$ cat src/rst_clk_map.vh
// Constants for the reset, mode capture and clock distribution block
`ifndef RST_CLK_MAP_VH
`define RST_CLK_MAP_VH

// ==========================================================
// Register offsets (word addresses on the plain port)
`define OFF_CLKSEL      8'h00
`define OFF_RSTSTAT     8'h04
`define OFF_IRQSTAT     8'h08
`define OFF_IRQEN       8'h0C
`define OFF_IRQCLR      8'h10
`define OFF_SWRST       8'h14
`define OFF_MODE        8'h18

// ==========================================================
// Clock select fields
`define CS_WDOG_LP      0
`define CS_RTC_LO       1
`define CS_RTC_HI       2
`define CS_AUX_EXT      3
`define CS_TMR_FF       4
`define CS_DBG_FAST     5
`define CS_EXT_OSC      6
`define CLKSEL_RST      8'h00

// Real-time counter source codes
`define RTC_LP          2'b00
`define RTC_EXT         2'b01
`define RTC_INT         2'b10

// ==========================================================
// Reset cause bits
`define RS_POR          0
`define RS_PIN          1
`define RS_WDOG         2
`define RS_SW           3
`define RS_ILL          4
`define RS_LVD          5

// Event bits
`define EV_RESET        0
`define EV_DBG_MODE     1

// ==========================================================
// Timing
`define RST_DRIVE_CYC   34
`define BIT_CLKS        16
`define LP_HZ           1000
`define SYS_HZ          250000000
`define LP_HALF_CYC     (`SYS_HZ / `LP_HZ / 2)

`endif

$ cat src/rst_mode_clk.v
// Reset sequencer, mode capture and clock distribution
//
// Notes on behaviour
// - Bus clock is half primary output
// - Low-power 1 kHz clock for watchdog, RTC
// - External reference selectable for RTC, converter, CAN
// - Internal reference selectable for RTC
// - Fixed-frequency clock selectable for every timer
// - Timer external clocks synchronised, at most half bus
// - Debug may select fast local clock
// - After reset run from internal clock
// - Drive reset pin low about 34 cycles
// - Record reset cause in status register
// - During reset mode pin is mode input
// - After reset mode pin becomes debug pin
// - High mode pin at release gives normal
// - Low mode pin at release gives debug
// - Debug bit lasts 16 debug clock cycles
// - Bit timing scales with chosen debug clock
// - Brief driven-high speedup pulses on debug pin
`timescale 1ns/1ps
`include "rst_clk_map.vh"

module rst_mode_clk (
  // Clock and reset
  input  wire       CLK_SYS,
  input  wire       NRST,
  // Register port
  input  wire [7:0] ADDR,
  input  wire [7:0] WDATA,
  input  wire       WR,
  input  wire       RD,
  output reg  [7:0] RDATA,
  output reg        IRQ,
  // Reset sources
  input  wire       RESET_PIN_IN,
  output reg        RESET_PIN_OUT,
  output reg        RESET_PIN_OE_N,
  input  wire [3:0] INT_RESET_REQ,
  output reg        CORE_RESET_N,
  // Background / mode select pin
  input  wire       BKGD_IN,
  output reg        BKGD_OUT,
  output reg        BKGD_OE_N,
  input  wire       DBG_TX_VALID,
  input  wire       DBG_TX_BIT,
  output reg        DBG_BIT_TICK,
  output reg        DEBUG_MODE,
  // Clock sources
  input  wire       EXT_REF_CLK,
  input  wire       INT_REF_CLK,
  input  wire       FIXED_FREQ_CLK,
  input  wire [2:0] TIMER_EXT_CLK,
  // Distributed clocks
  output reg        BUS_CLK,
  output reg        LP_1KHZ_CLK,
  output reg        WDOG_CLK,
  output reg        RTC_CLK,
  output reg        AUX_CLK,
  output reg  [2:0] TIMER_FF_CLK,
  output reg  [2:0] TIMER_EXT_SYNC,
  output reg        DBG_CLK,
  output reg        SYS_CLK_SRC_EXT
);

  // ========================================================
  // Synchronisers: three stages, change once 2nd and 3rd agree
  reg  [2:0] pin_s1_r;
  reg  [2:0] pin_s2_r;
  reg  [2:0] pin_s3_r;
  reg  [2:0] pin_q_r;
  reg  [2:0] tmr_s1_r;
  reg  [2:0] tmr_s2_r;
  reg  [2:0] tmr_s3_r;
  reg  [2:0] tmr_q_r;
  wire [2:0] pin_raw = {EXT_REF_CLK ^ INT_REF_CLK ^ FIXED_FREQ_CLK,
                        BKGD_IN, RESET_PIN_IN};
  integer    i;

  always @(posedge CLK_SYS) begin
    if (!NRST) begin
      pin_s1_r <= 3'h7;
      pin_s2_r <= 3'h7;
      pin_s3_r <= 3'h7;
      pin_q_r  <= 3'h7;
      tmr_s1_r <= 3'h0;
      tmr_s2_r <= 3'h0;
      tmr_s3_r <= 3'h0;
      tmr_q_r  <= 3'h0;
    end else begin
      pin_s1_r <= pin_raw;
      pin_s2_r <= pin_s1_r;
      pin_s3_r <= pin_s2_r;
      tmr_s1_r <= TIMER_EXT_CLK;
      tmr_s2_r <= tmr_s1_r;
      tmr_s3_r <= tmr_s2_r;
      for (i = 0; i < 3; i = i + 1) begin
        if (pin_s2_r[i] == pin_s3_r[i])
          pin_q_r[i] <= pin_s3_r[i];
        if (tmr_s2_r[i] == tmr_s3_r[i])
          tmr_q_r[i] <= tmr_s3_r[i];
      end
    end
  end

  wire rst_pin_low = ~pin_q_r[0];
  wire bkgd_lvl    = pin_q_r[1];

  // ========================================================
  // Reset sequencer
  localparam [2:0] ST_POR   = 3'b001;
  localparam [2:0] ST_DRIVE = 3'b010;
  localparam [2:0] ST_RUN   = 3'b100;

  reg  [2:0] state_r;
  reg  [5:0] drv_cnt_r;
  reg  [5:0] cause_r;
  reg  [7:0] clksel_r;
  reg  [1:0] irq_stat_r;
  reg  [1:0] irq_en_r;
  reg        sw_rst_r;
  reg        release_r;
  reg        bkgd_dbg_r;
  wire [5:0] cause_now = {INT_RESET_REQ[3], INT_RESET_REQ[2], sw_rst_r,
                          INT_RESET_REQ[0] | INT_RESET_REQ[1],
                          rst_pin_low, 1'b0};
  wire       any_req   = |cause_now;
  wire       rst_enter = (state_r == ST_RUN) && any_req;
  wire       drv_done  = (drv_cnt_r == 6'd`RST_DRIVE_CYC - 6'd1);

  always @(posedge CLK_SYS) begin
    if (!NRST) begin
      state_r        <= ST_POR;
      drv_cnt_r      <= 6'h00;
      cause_r        <= 6'h01;
      release_r      <= 1'b0;
      RESET_PIN_OUT  <= 1'b0;
      RESET_PIN_OE_N <= 1'b1;
      CORE_RESET_N   <= 1'b0;
    end else begin
      release_r <= 1'b0;
      case (state_r)
        ST_POR: begin
          state_r        <= ST_DRIVE;
          drv_cnt_r      <= 6'h00;
          RESET_PIN_OE_N <= 1'b0;
        end
        ST_DRIVE: begin
          RESET_PIN_OE_N <= 1'b0;
          drv_cnt_r      <= drv_cnt_r + 6'd1;
          if (drv_done) begin
            RESET_PIN_OE_N <= 1'b1;
            // Hold until pin and all sources let go
            if (!any_req) begin
              state_r      <= ST_RUN;
              CORE_RESET_N <= 1'b1;
              release_r    <= 1'b1;
            end else
              drv_cnt_r <= drv_cnt_r;
          end
        end
        ST_RUN: begin
          if (any_req) begin
            state_r        <= ST_DRIVE;
            drv_cnt_r      <= 6'h00;
            cause_r        <= cause_now;
            CORE_RESET_N   <= 1'b0;
            RESET_PIN_OE_N <= 1'b0;
          end
        end
        default: state_r <= ST_POR;
      endcase
    end
  end

  // ========================================================
  // Mode capture and debug pin function
  reg [3:0] bit_cnt_r;
  reg       dbg_div_r;
  reg       speed_r;
  // Kept as integers so the 16 count cannot wrap in a 4-bit literal
  localparam integer BIT_LAST = `BIT_CLKS - 1;
  localparam integer BIT_HALF = `BIT_CLKS / 2 - 1;

  always @(posedge CLK_SYS) begin
    if (!NRST) begin
      DEBUG_MODE   <= 1'b0;
      bkgd_dbg_r   <= 1'b0;
      BKGD_OUT     <= 1'b1;
      BKGD_OE_N    <= 1'b1;
      bit_cnt_r    <= 4'h0;
      dbg_div_r    <= 1'b0;
      speed_r      <= 1'b0;
      DBG_BIT_TICK <= 1'b0;
    end else begin
      DBG_BIT_TICK <= 1'b0;
      // Debug clock: system rate or slow bus rate per clock select
      dbg_div_r <= ~dbg_div_r;
      // Let go of the pin on the very edge the core enters reset
      if (!CORE_RESET_N || rst_enter) begin
        bkgd_dbg_r <= 1'b0;
        BKGD_OE_N  <= 1'b1;
        BKGD_OUT   <= 1'b1;
        bit_cnt_r  <= 4'h0;
        speed_r    <= 1'b0;
      end else begin
        if (release_r) begin
          DEBUG_MODE <= ~bkgd_lvl;
          bkgd_dbg_r <= 1'b1;
        end
        if (bkgd_dbg_r && (clksel_r[`CS_DBG_FAST] || dbg_div_r)) begin
          bit_cnt_r <= bit_cnt_r + 4'd1;
          speed_r   <= 1'b0;
          if (bit_cnt_r == BIT_LAST[3:0]) begin
            DBG_BIT_TICK <= 1'b1;
            // Bit start: drive low for a zero
            BKGD_OE_N <= ~(DBG_TX_VALID & ~DBG_TX_BIT);
            BKGD_OUT  <= 1'b0;
          end else if (bit_cnt_r == BIT_HALF[3:0]) begin
            if (!BKGD_OE_N) begin
              BKGD_OUT <= 1'b1;
              speed_r  <= 1'b1;
            end
          end else if (speed_r) begin
            BKGD_OE_N <= 1'b1;
            BKGD_OUT  <= 1'b1;
          end
        end
      end
    end
  end

  // ========================================================
  // Clock generation and selection
  reg [17:0] lp_cnt_r;
  localparam integer LP_HALF = `LP_HALF_CYC;

  always @(posedge CLK_SYS) begin
    if (!NRST) begin
      BUS_CLK         <= 1'b0;
      lp_cnt_r        <= 18'h0_0000;
      LP_1KHZ_CLK     <= 1'b0;
      WDOG_CLK        <= 1'b0;
      RTC_CLK         <= 1'b0;
      AUX_CLK         <= 1'b0;
      TIMER_FF_CLK    <= 3'h0;
      TIMER_EXT_SYNC  <= 3'h0;
      DBG_CLK         <= 1'b0;
      SYS_CLK_SRC_EXT <= 1'b0;
    end else begin
      BUS_CLK <= ~BUS_CLK;
      if (lp_cnt_r == LP_HALF[17:0] - 18'd1) begin
        lp_cnt_r    <= 18'h0_0000;
        LP_1KHZ_CLK <= ~LP_1KHZ_CLK;
      end else
        lp_cnt_r <= lp_cnt_r + 18'd1;
      WDOG_CLK <= clksel_r[`CS_WDOG_LP] ? LP_1KHZ_CLK : BUS_CLK;
      case (clksel_r[`CS_RTC_HI:`CS_RTC_LO])
        `RTC_EXT: RTC_CLK <= EXT_REF_CLK;
        `RTC_INT: RTC_CLK <= INT_REF_CLK;
        default:  RTC_CLK <= LP_1KHZ_CLK;
      endcase
      AUX_CLK <= clksel_r[`CS_AUX_EXT] ? EXT_REF_CLK : BUS_CLK;
      TIMER_FF_CLK <= clksel_r[`CS_TMR_FF] ?
                      {3{FIXED_FREQ_CLK}} : {3{BUS_CLK}};
      TIMER_EXT_SYNC <= tmr_q_r;
      DBG_CLK <= clksel_r[`CS_DBG_FAST] ? ~DBG_CLK : BUS_CLK;
      // Internal clock until software picks the oscillator
      SYS_CLK_SRC_EXT <= CORE_RESET_N & clksel_r[`CS_EXT_OSC];
    end
  end

  // ========================================================
  // Registers and interrupt
  wire [1:0] ev_set = {release_r & ~bkgd_lvl, release_r};

  always @(posedge CLK_SYS) begin
    if (!NRST) begin
      clksel_r   <= `CLKSEL_RST;
      irq_stat_r <= 2'h0;
      irq_en_r   <= 2'h0;
      sw_rst_r   <= 1'b0;
      RDATA      <= 8'h00;
      IRQ        <= 1'b0;
    end else begin
      sw_rst_r <= 1'b0;
      if (!CORE_RESET_N)
        clksel_r <= `CLKSEL_RST;
      if (WR) begin
        if (ADDR == `OFF_CLKSEL)
          clksel_r <= WDATA;
        else if (ADDR == `OFF_IRQEN)
          irq_en_r <= WDATA[1:0];
        else if (ADDR == `OFF_SWRST)
          sw_rst_r <= WDATA[0];
      end
      // Set wins over a clear in the same cycle
      if (WR && ADDR == `OFF_IRQCLR)
        irq_stat_r <= (irq_stat_r & ~WDATA[1:0]) | ev_set;
      else
        irq_stat_r <= irq_stat_r | ev_set;
      IRQ <= |((irq_stat_r | ev_set) & irq_en_r);
      RDATA <= 8'h00;
      if (RD) begin
        if (ADDR == `OFF_CLKSEL)
          RDATA <= clksel_r;
        else if (ADDR == `OFF_RSTSTAT)
          RDATA <= {2'b00, cause_r};
        else if (ADDR == `OFF_IRQSTAT)
          RDATA <= {6'h00, irq_stat_r};
        else if (ADDR == `OFF_IRQEN)
          RDATA <= {6'h00, irq_en_r};
        else if (ADDR == `OFF_MODE)
          RDATA <= {6'h00, bkgd_dbg_r, DEBUG_MODE};
        else
          RDATA <= 8'h00;
      end
    end
  end

endmodule

$ cat config.mk
export PLATFORM = sky130hd
export DESIGN_NAME = rst_mode_clk
export DESIGN_NICKNAME = d
export VERILOG_FILES = /design/src/rst_mode_clk.v
export VERILOG_INCLUDE_DIRS = /design/src /design/src/src
export SDC_FILE = /design/constraint.sdc
export NUM_CORES = 1
export LEC_CHECK = 0
export ABC_CLOCK_PERIOD_IN_PS = 2600
export BUFFER_PORTS_ARGS = -buffer_cell sky130_fd_sc_hd__buf_4
export CAP_MARGIN = 0
export CORE_MARGIN = 1.5
export CORE_UTILIZATION = 56
export DETAILED_ROUTE_END_ITERATION = 6
export PLACE_DENSITY = 0.75
export SLEW_MARGIN = 5
export SYNTH_ARGS = -nofsm -noshare
export SYNTH_HDL_FRONTEND = slang
export SYNTH_SLANG_ARGS = --single-unit
$ cat constraint.sdc
create_clock -name CLK_SYS -period 2.6 [get_ports CLK_SYS]
set_input_delay 0.52 -clock CLK_SYS [delete_from_list [all_inputs] [get_ports CLK_SYS]]
set_output_delay 0.52 -clock CLK_SYS [all_outputs]
set_load 0.005 [all_outputs]
---- Word level (Yosys, flattened, before mapping) ----
Index checks and enable logic that the tools add are counted.
storage, ports and cells
  bits of input ports ..................... 34
  bits in latches ......................... 0
  register bits after elaboration ......... 102
  output and inout bits ................... 29
  ROM bits ................................ 0
  memories ................................ 0
  logic and storage cells ................. 160
  bits in writable memories ............... 0
operators by class
  $lt $le $gt $ge ......................... 0
  mux-type cells .......................... 39
  shift-type cells ........................ 0
  equality and inequality tests ........... 26
  div/mod/pow operators ................... 0
  reductions and logical operators ........ 28
  add/sub/neg operators ................... 3
  multipliers ............................. 0
  bitwise logic cells ..................... 23
operator list
  kind                   number
  $mux 8                 4
  $eq 8x5->1 const B     3
  $mux 6                 4
  $add 18x1->18 const B  1
  $eq 18x17->1 const B   1
  $mux 1                 18
  $pmux 6 s3             1
  $reduce_and 3->1       6
  $eq 8x4->1 const B     2
  $not 1->1              14
  $mux 3                 4
  $reduce_or 5->1        2
  $pmux 3 s3             1
  $eq 8x3->1 const B     1
  $logic_not 8->1        1
  $mux 2                 4
  $ne 2x2->1 const B     4
  $reduce_and 2->1       4
  $add 6x1->6 const B    1
  $eq 6x6->1 const B     1
  $ne 3x3->1 const B     2
  $reduce_bool 3->1      2
  $reduce_or 2->1        3
  $eq 1x1->1             5
  other kinds (21)       30

---- Longest topological paths before layout ----
  depth after elaboration ................. 6
  mapped depth ............................ 7
  mapped depth without buffers ............ 7

---- Least setup slack after synthesis ----
OpenSTA, ideal clock, no wires.
  path kind ............................... input -> register
  start point ............................. input port ADDR[1]
  end point ............................... register clksel_r[0]
  setup time .............................. 139 ps
  cell stages on the path ................. 6
  path buffers ............................ 1
  required time ........................... 2461 ps
  path slack .............................. 534 ps
  arrival ................................. 1927 ps
  cells stage by stage .................... or4b_1 -> or2_4 -> or3_1 -> buf_6 -> nand3_2 -> a21oi_2
on the way
  longest elaborated chain between the ends .. 3
ends and longest elaborated chain
  what                       line                RTL
  start, declared            rst_mode_clk.v:29   input wire [7:0] ADDR,
  $logic_not 8->1 (no line)  n/a
  $mux 8                     rst_mode_clk.v:290  if (ADDR == `OFF_CLKSEL)
  $mux 8                     rst_mode_clk.v:289  if (WR) begin
  end signal, assigned       rst_mode_clk.v:279  clksel_r <= `CLKSEL_RST;
  end signal, assigned       rst_mode_clk.v:288  clksel_r <= `CLKSEL_RST;
  end, declared              rst_mode_clk.v:118  reg [7:0] clksel_r;
Every way passes these cells.
A chain may end at the register's enable or synchronous reset.

---- Worst setup path after layout ----
Same ends and word-level chain as after synthesis.

==> results_dict.tcl <==
set metrics [dict create \
    synth-seq-cells 100 \
    finalWorstSetupSlack_ns 0.579 \
    holdCritPathClass "in2reg" \
    synth_top_cell_by_area "dfxtp_1" \
    io_pins 63 \
    place_hpwl_um 5560 \
    cellLeakagePower_nw 1.81 \
    portBuffers 61 \
    hold_depth 2 \
    maxCapViolCount 0 \
    worstMarginPinSlew_ns 0.527 \
    core_mm2 0.00687 \
    place.gp.congestion 0.841 \
    worstSetupPathDepth 6 \
    ctsHoldBuffers 0 \
    clock_latency_ns 0.36 \
    ys_seq_area_frac 0.500 \
    synth-compound-area-share 0.112 \
    syn_area_per_cell_um2 9.18 \
    synthTopCellsByArea "dfxtp_1 50%, nor2_1 5.3%, nand2_1 4.2%, mux2i_1 3.8%, xor2_1 3.3%" \
    root_buffer "clkbuf_8" \
    clk_path_buf_depth 2 \
    gr-usage-all-layers 0.220 \
    viasPerCell 5.32 \
    synth_top_family_by_area "simple AND/OR/NAND/NOR gates" \
    path_cells "buf_4 -> or4b_1 -> or2_4 -> or3_1 -> nand3_2 -> a21oi_2" \
    fp.dieArea_mm2 0.00767 \
    yosysWarnings 0 \
    htree_levels 3 \
    clk_pin_slew_ns 0.09 \
    synthToLayoutAreaGrowth_pct 17.7 \
    die_h_um 87.6 \
    fin_cells 596 \
    cp.arrival_ns 2.25 \
    grt_pass1_wl_um 13100 \
    synth_cells 436 \
    relSlewSlack 0.648 \
    start_kind "input port" \
    synth_area_mm2 0.00400 \
    synth_xor_area_frac 0.0416 \
    drt_pass1_iterations 4 \
    cpPeakStageDelay_ns 0.57 \
    async_flop_share 0 \
    cp.required_ns 2.83 \
    postCtsSetupBuffers 0 \
    cts_tree "yes" \
    post_cts_resized 0 \
    cts_made_buffers 9 \
    yosysMostFrequentCell "dfxtp_1" \
    via_count 3168 \
    period_needed_ns 2.02 \
    worst_hold_slack_ns 0.343 \
    ant_nets 0 \
    finClkSkew_ns 0.0137 \
    ir_worst_vdd_mv 0.439 \
    r2r_cells 5 \
    antenna_found_initial 0 \
    yosysTopAreaCellShare 0.500 \
    post_drt_wl_per_cell_um 13.1 \
    setup_tns_ns 0 \
    fillers 570 \
    grt_max_degree 39 \
    synth-simple-area-share 0.259 \
    nNetsFinal 535 \
    status "complete, no violations" \
    criticalPathCategory "in2reg" \
    diodes 0 \
    pre_cts_ws_ns 0.228 \
    row_count 30 \
    synth-edff-count 0 \
    synth.distinct_cells 51 \
    drt_iter0_markers 102 \
    max_freq_mhz 495 \
    grt_remaining_overflow 0 \
    crit_slowest_cell "or4b_1" \
    powerDensity_mw_per_mm2 564 \
    cp_max_fo 8 \
    drt_wl_total_um 7800 \
    synth_mux_area_frac 0.0375 \
    drv_slew 0 \
    timing.final.crit_share 0.777 \
    final_core_util 0.686 \
    end_kind "flop" \
    initial_core_util 0.583 \
    drcViolationCount 0 \
    synthFlopType "dfxtp_1" \
    setup_viol 0 \
    critPathBufInv 1 \
    yosys-top-cells-count "100 x dfxtp_1, 56 x nor2_1, 45 x nand2_1" \
    synthAdderAreaFrac 0.0188 \
    grt_pass1_vias 2948 \
    path_delay_family "simple AND/OR/NAND/NOR gates" \
    clock_sinks 100 \
    hold_viol 0 \
    rsz0062_at_grt "no" \
    drive_gt1_frac 0.210 \
    dp_cells 580 \
    die_w_um 87.6 \
    syn_nets 476 \
]
-- registers in the layout, indices dropped and copies added, names as in the netlist, 2 cells and up --
register / cells
irq_en_r: 2
pin_s2_r: 2
pin_q_r: 2
clksel_r: 8
pin_s3_r: 2
lp_cnt_r: 18
pin_s1_r: 2
drv_cnt_r: 6
tmr_s2_r: 3
state_r: 3
tmr_s3_r: 3
cause_r: 6
TIMER_EXT_SYNC: 3
irq_stat_r: 2
RDATA: 8
tmr_s1_r: 3
tmr_q_r: 3
bit_cnt_r: 4
-- area by class of cell --
type,instances,area (µm²),area share
flip-flops and latches,100,2000,0.425
multi-input cells,309,1880,0.399
repair buffers,65,488,0.104
clock buffers,11,141,0.0300
clock inverters,5,43.8,0.00929
inverters,10,37.5,0.00797
well taps,96,120,0.0255
-- per-stage QoR --
stage / cell area, µm² / total power (W)
after global placement: 4530 / 0.00177
after floorplan: 4000 / 0.00170
final: 4710 / 0.00266
after detailed placement: 4530 / 0.00177
after global routing: 4710 / 0.00278
after CTS: 4710 / 0.00269
-- final timing paths --
path                            slack [ns]         from           end
worst max-delay path                  0.58      ADDR[1]   clksel_r[0]
worst min-delay path                  0.34      BKGD_IN   pin_s1_r[1]
worst max register to register        0.78   pin_q_r[0]  drv_cnt_r[2]
worst min register to register        0.42  pin_s1_r[1]   pin_s2_r[1]
-- worst reg2reg max path, stage by stage, from the launching register on --
cell and delay [ns]:
dfxtp_1 0.38, nor4b_1 0.43, nand2_1 0.21, a21oi_1 0.47, o2111ai_1 0.18, nand2_1 0.09
-- where the power goes --
part	total, W	switching, W	internal (W)
clock network	0.000918	0.000532	0.000386
registers	0.00157	0.0000168	0.00156
logic	0.000165	0.0000851	0.0000803
total	0.00266	0.000634	0.00202
-- kinds of logic after synthesis --
family,Yosys count
buf+inv,27
other cells,1
fa+ha+maj,6
xor+xnor,19
compound gates,70
flops,100
simple gates,198
mux,15
-- per-layer routing --
layer,share of wire,global-route usage
met1,0.47,0.283
met5,0,0
met4,0.021,0.120
met2,0.47,0.350
met3,0.041,0.0405
-- layout by cell type, fill, tap and decap left out, types with 6 or more instances in the layout --
master	count
a21oi_1	26
a21oi_2	8
and2_1	17
buf_4	65
clkbuf_8	10
dfxtp_1	100
ha_1	6
inv_1	10
mux2i_1	15
nand2_1	45
nand2b_1	18
nand3_1	14
nand3_2	8
nand4_1	6
nor2_1	56
nor3_1	6
nor4_1	7
o21ai_0	13
xor2_1	15
No activity file was read; power rests on OpenSTA's default activity.
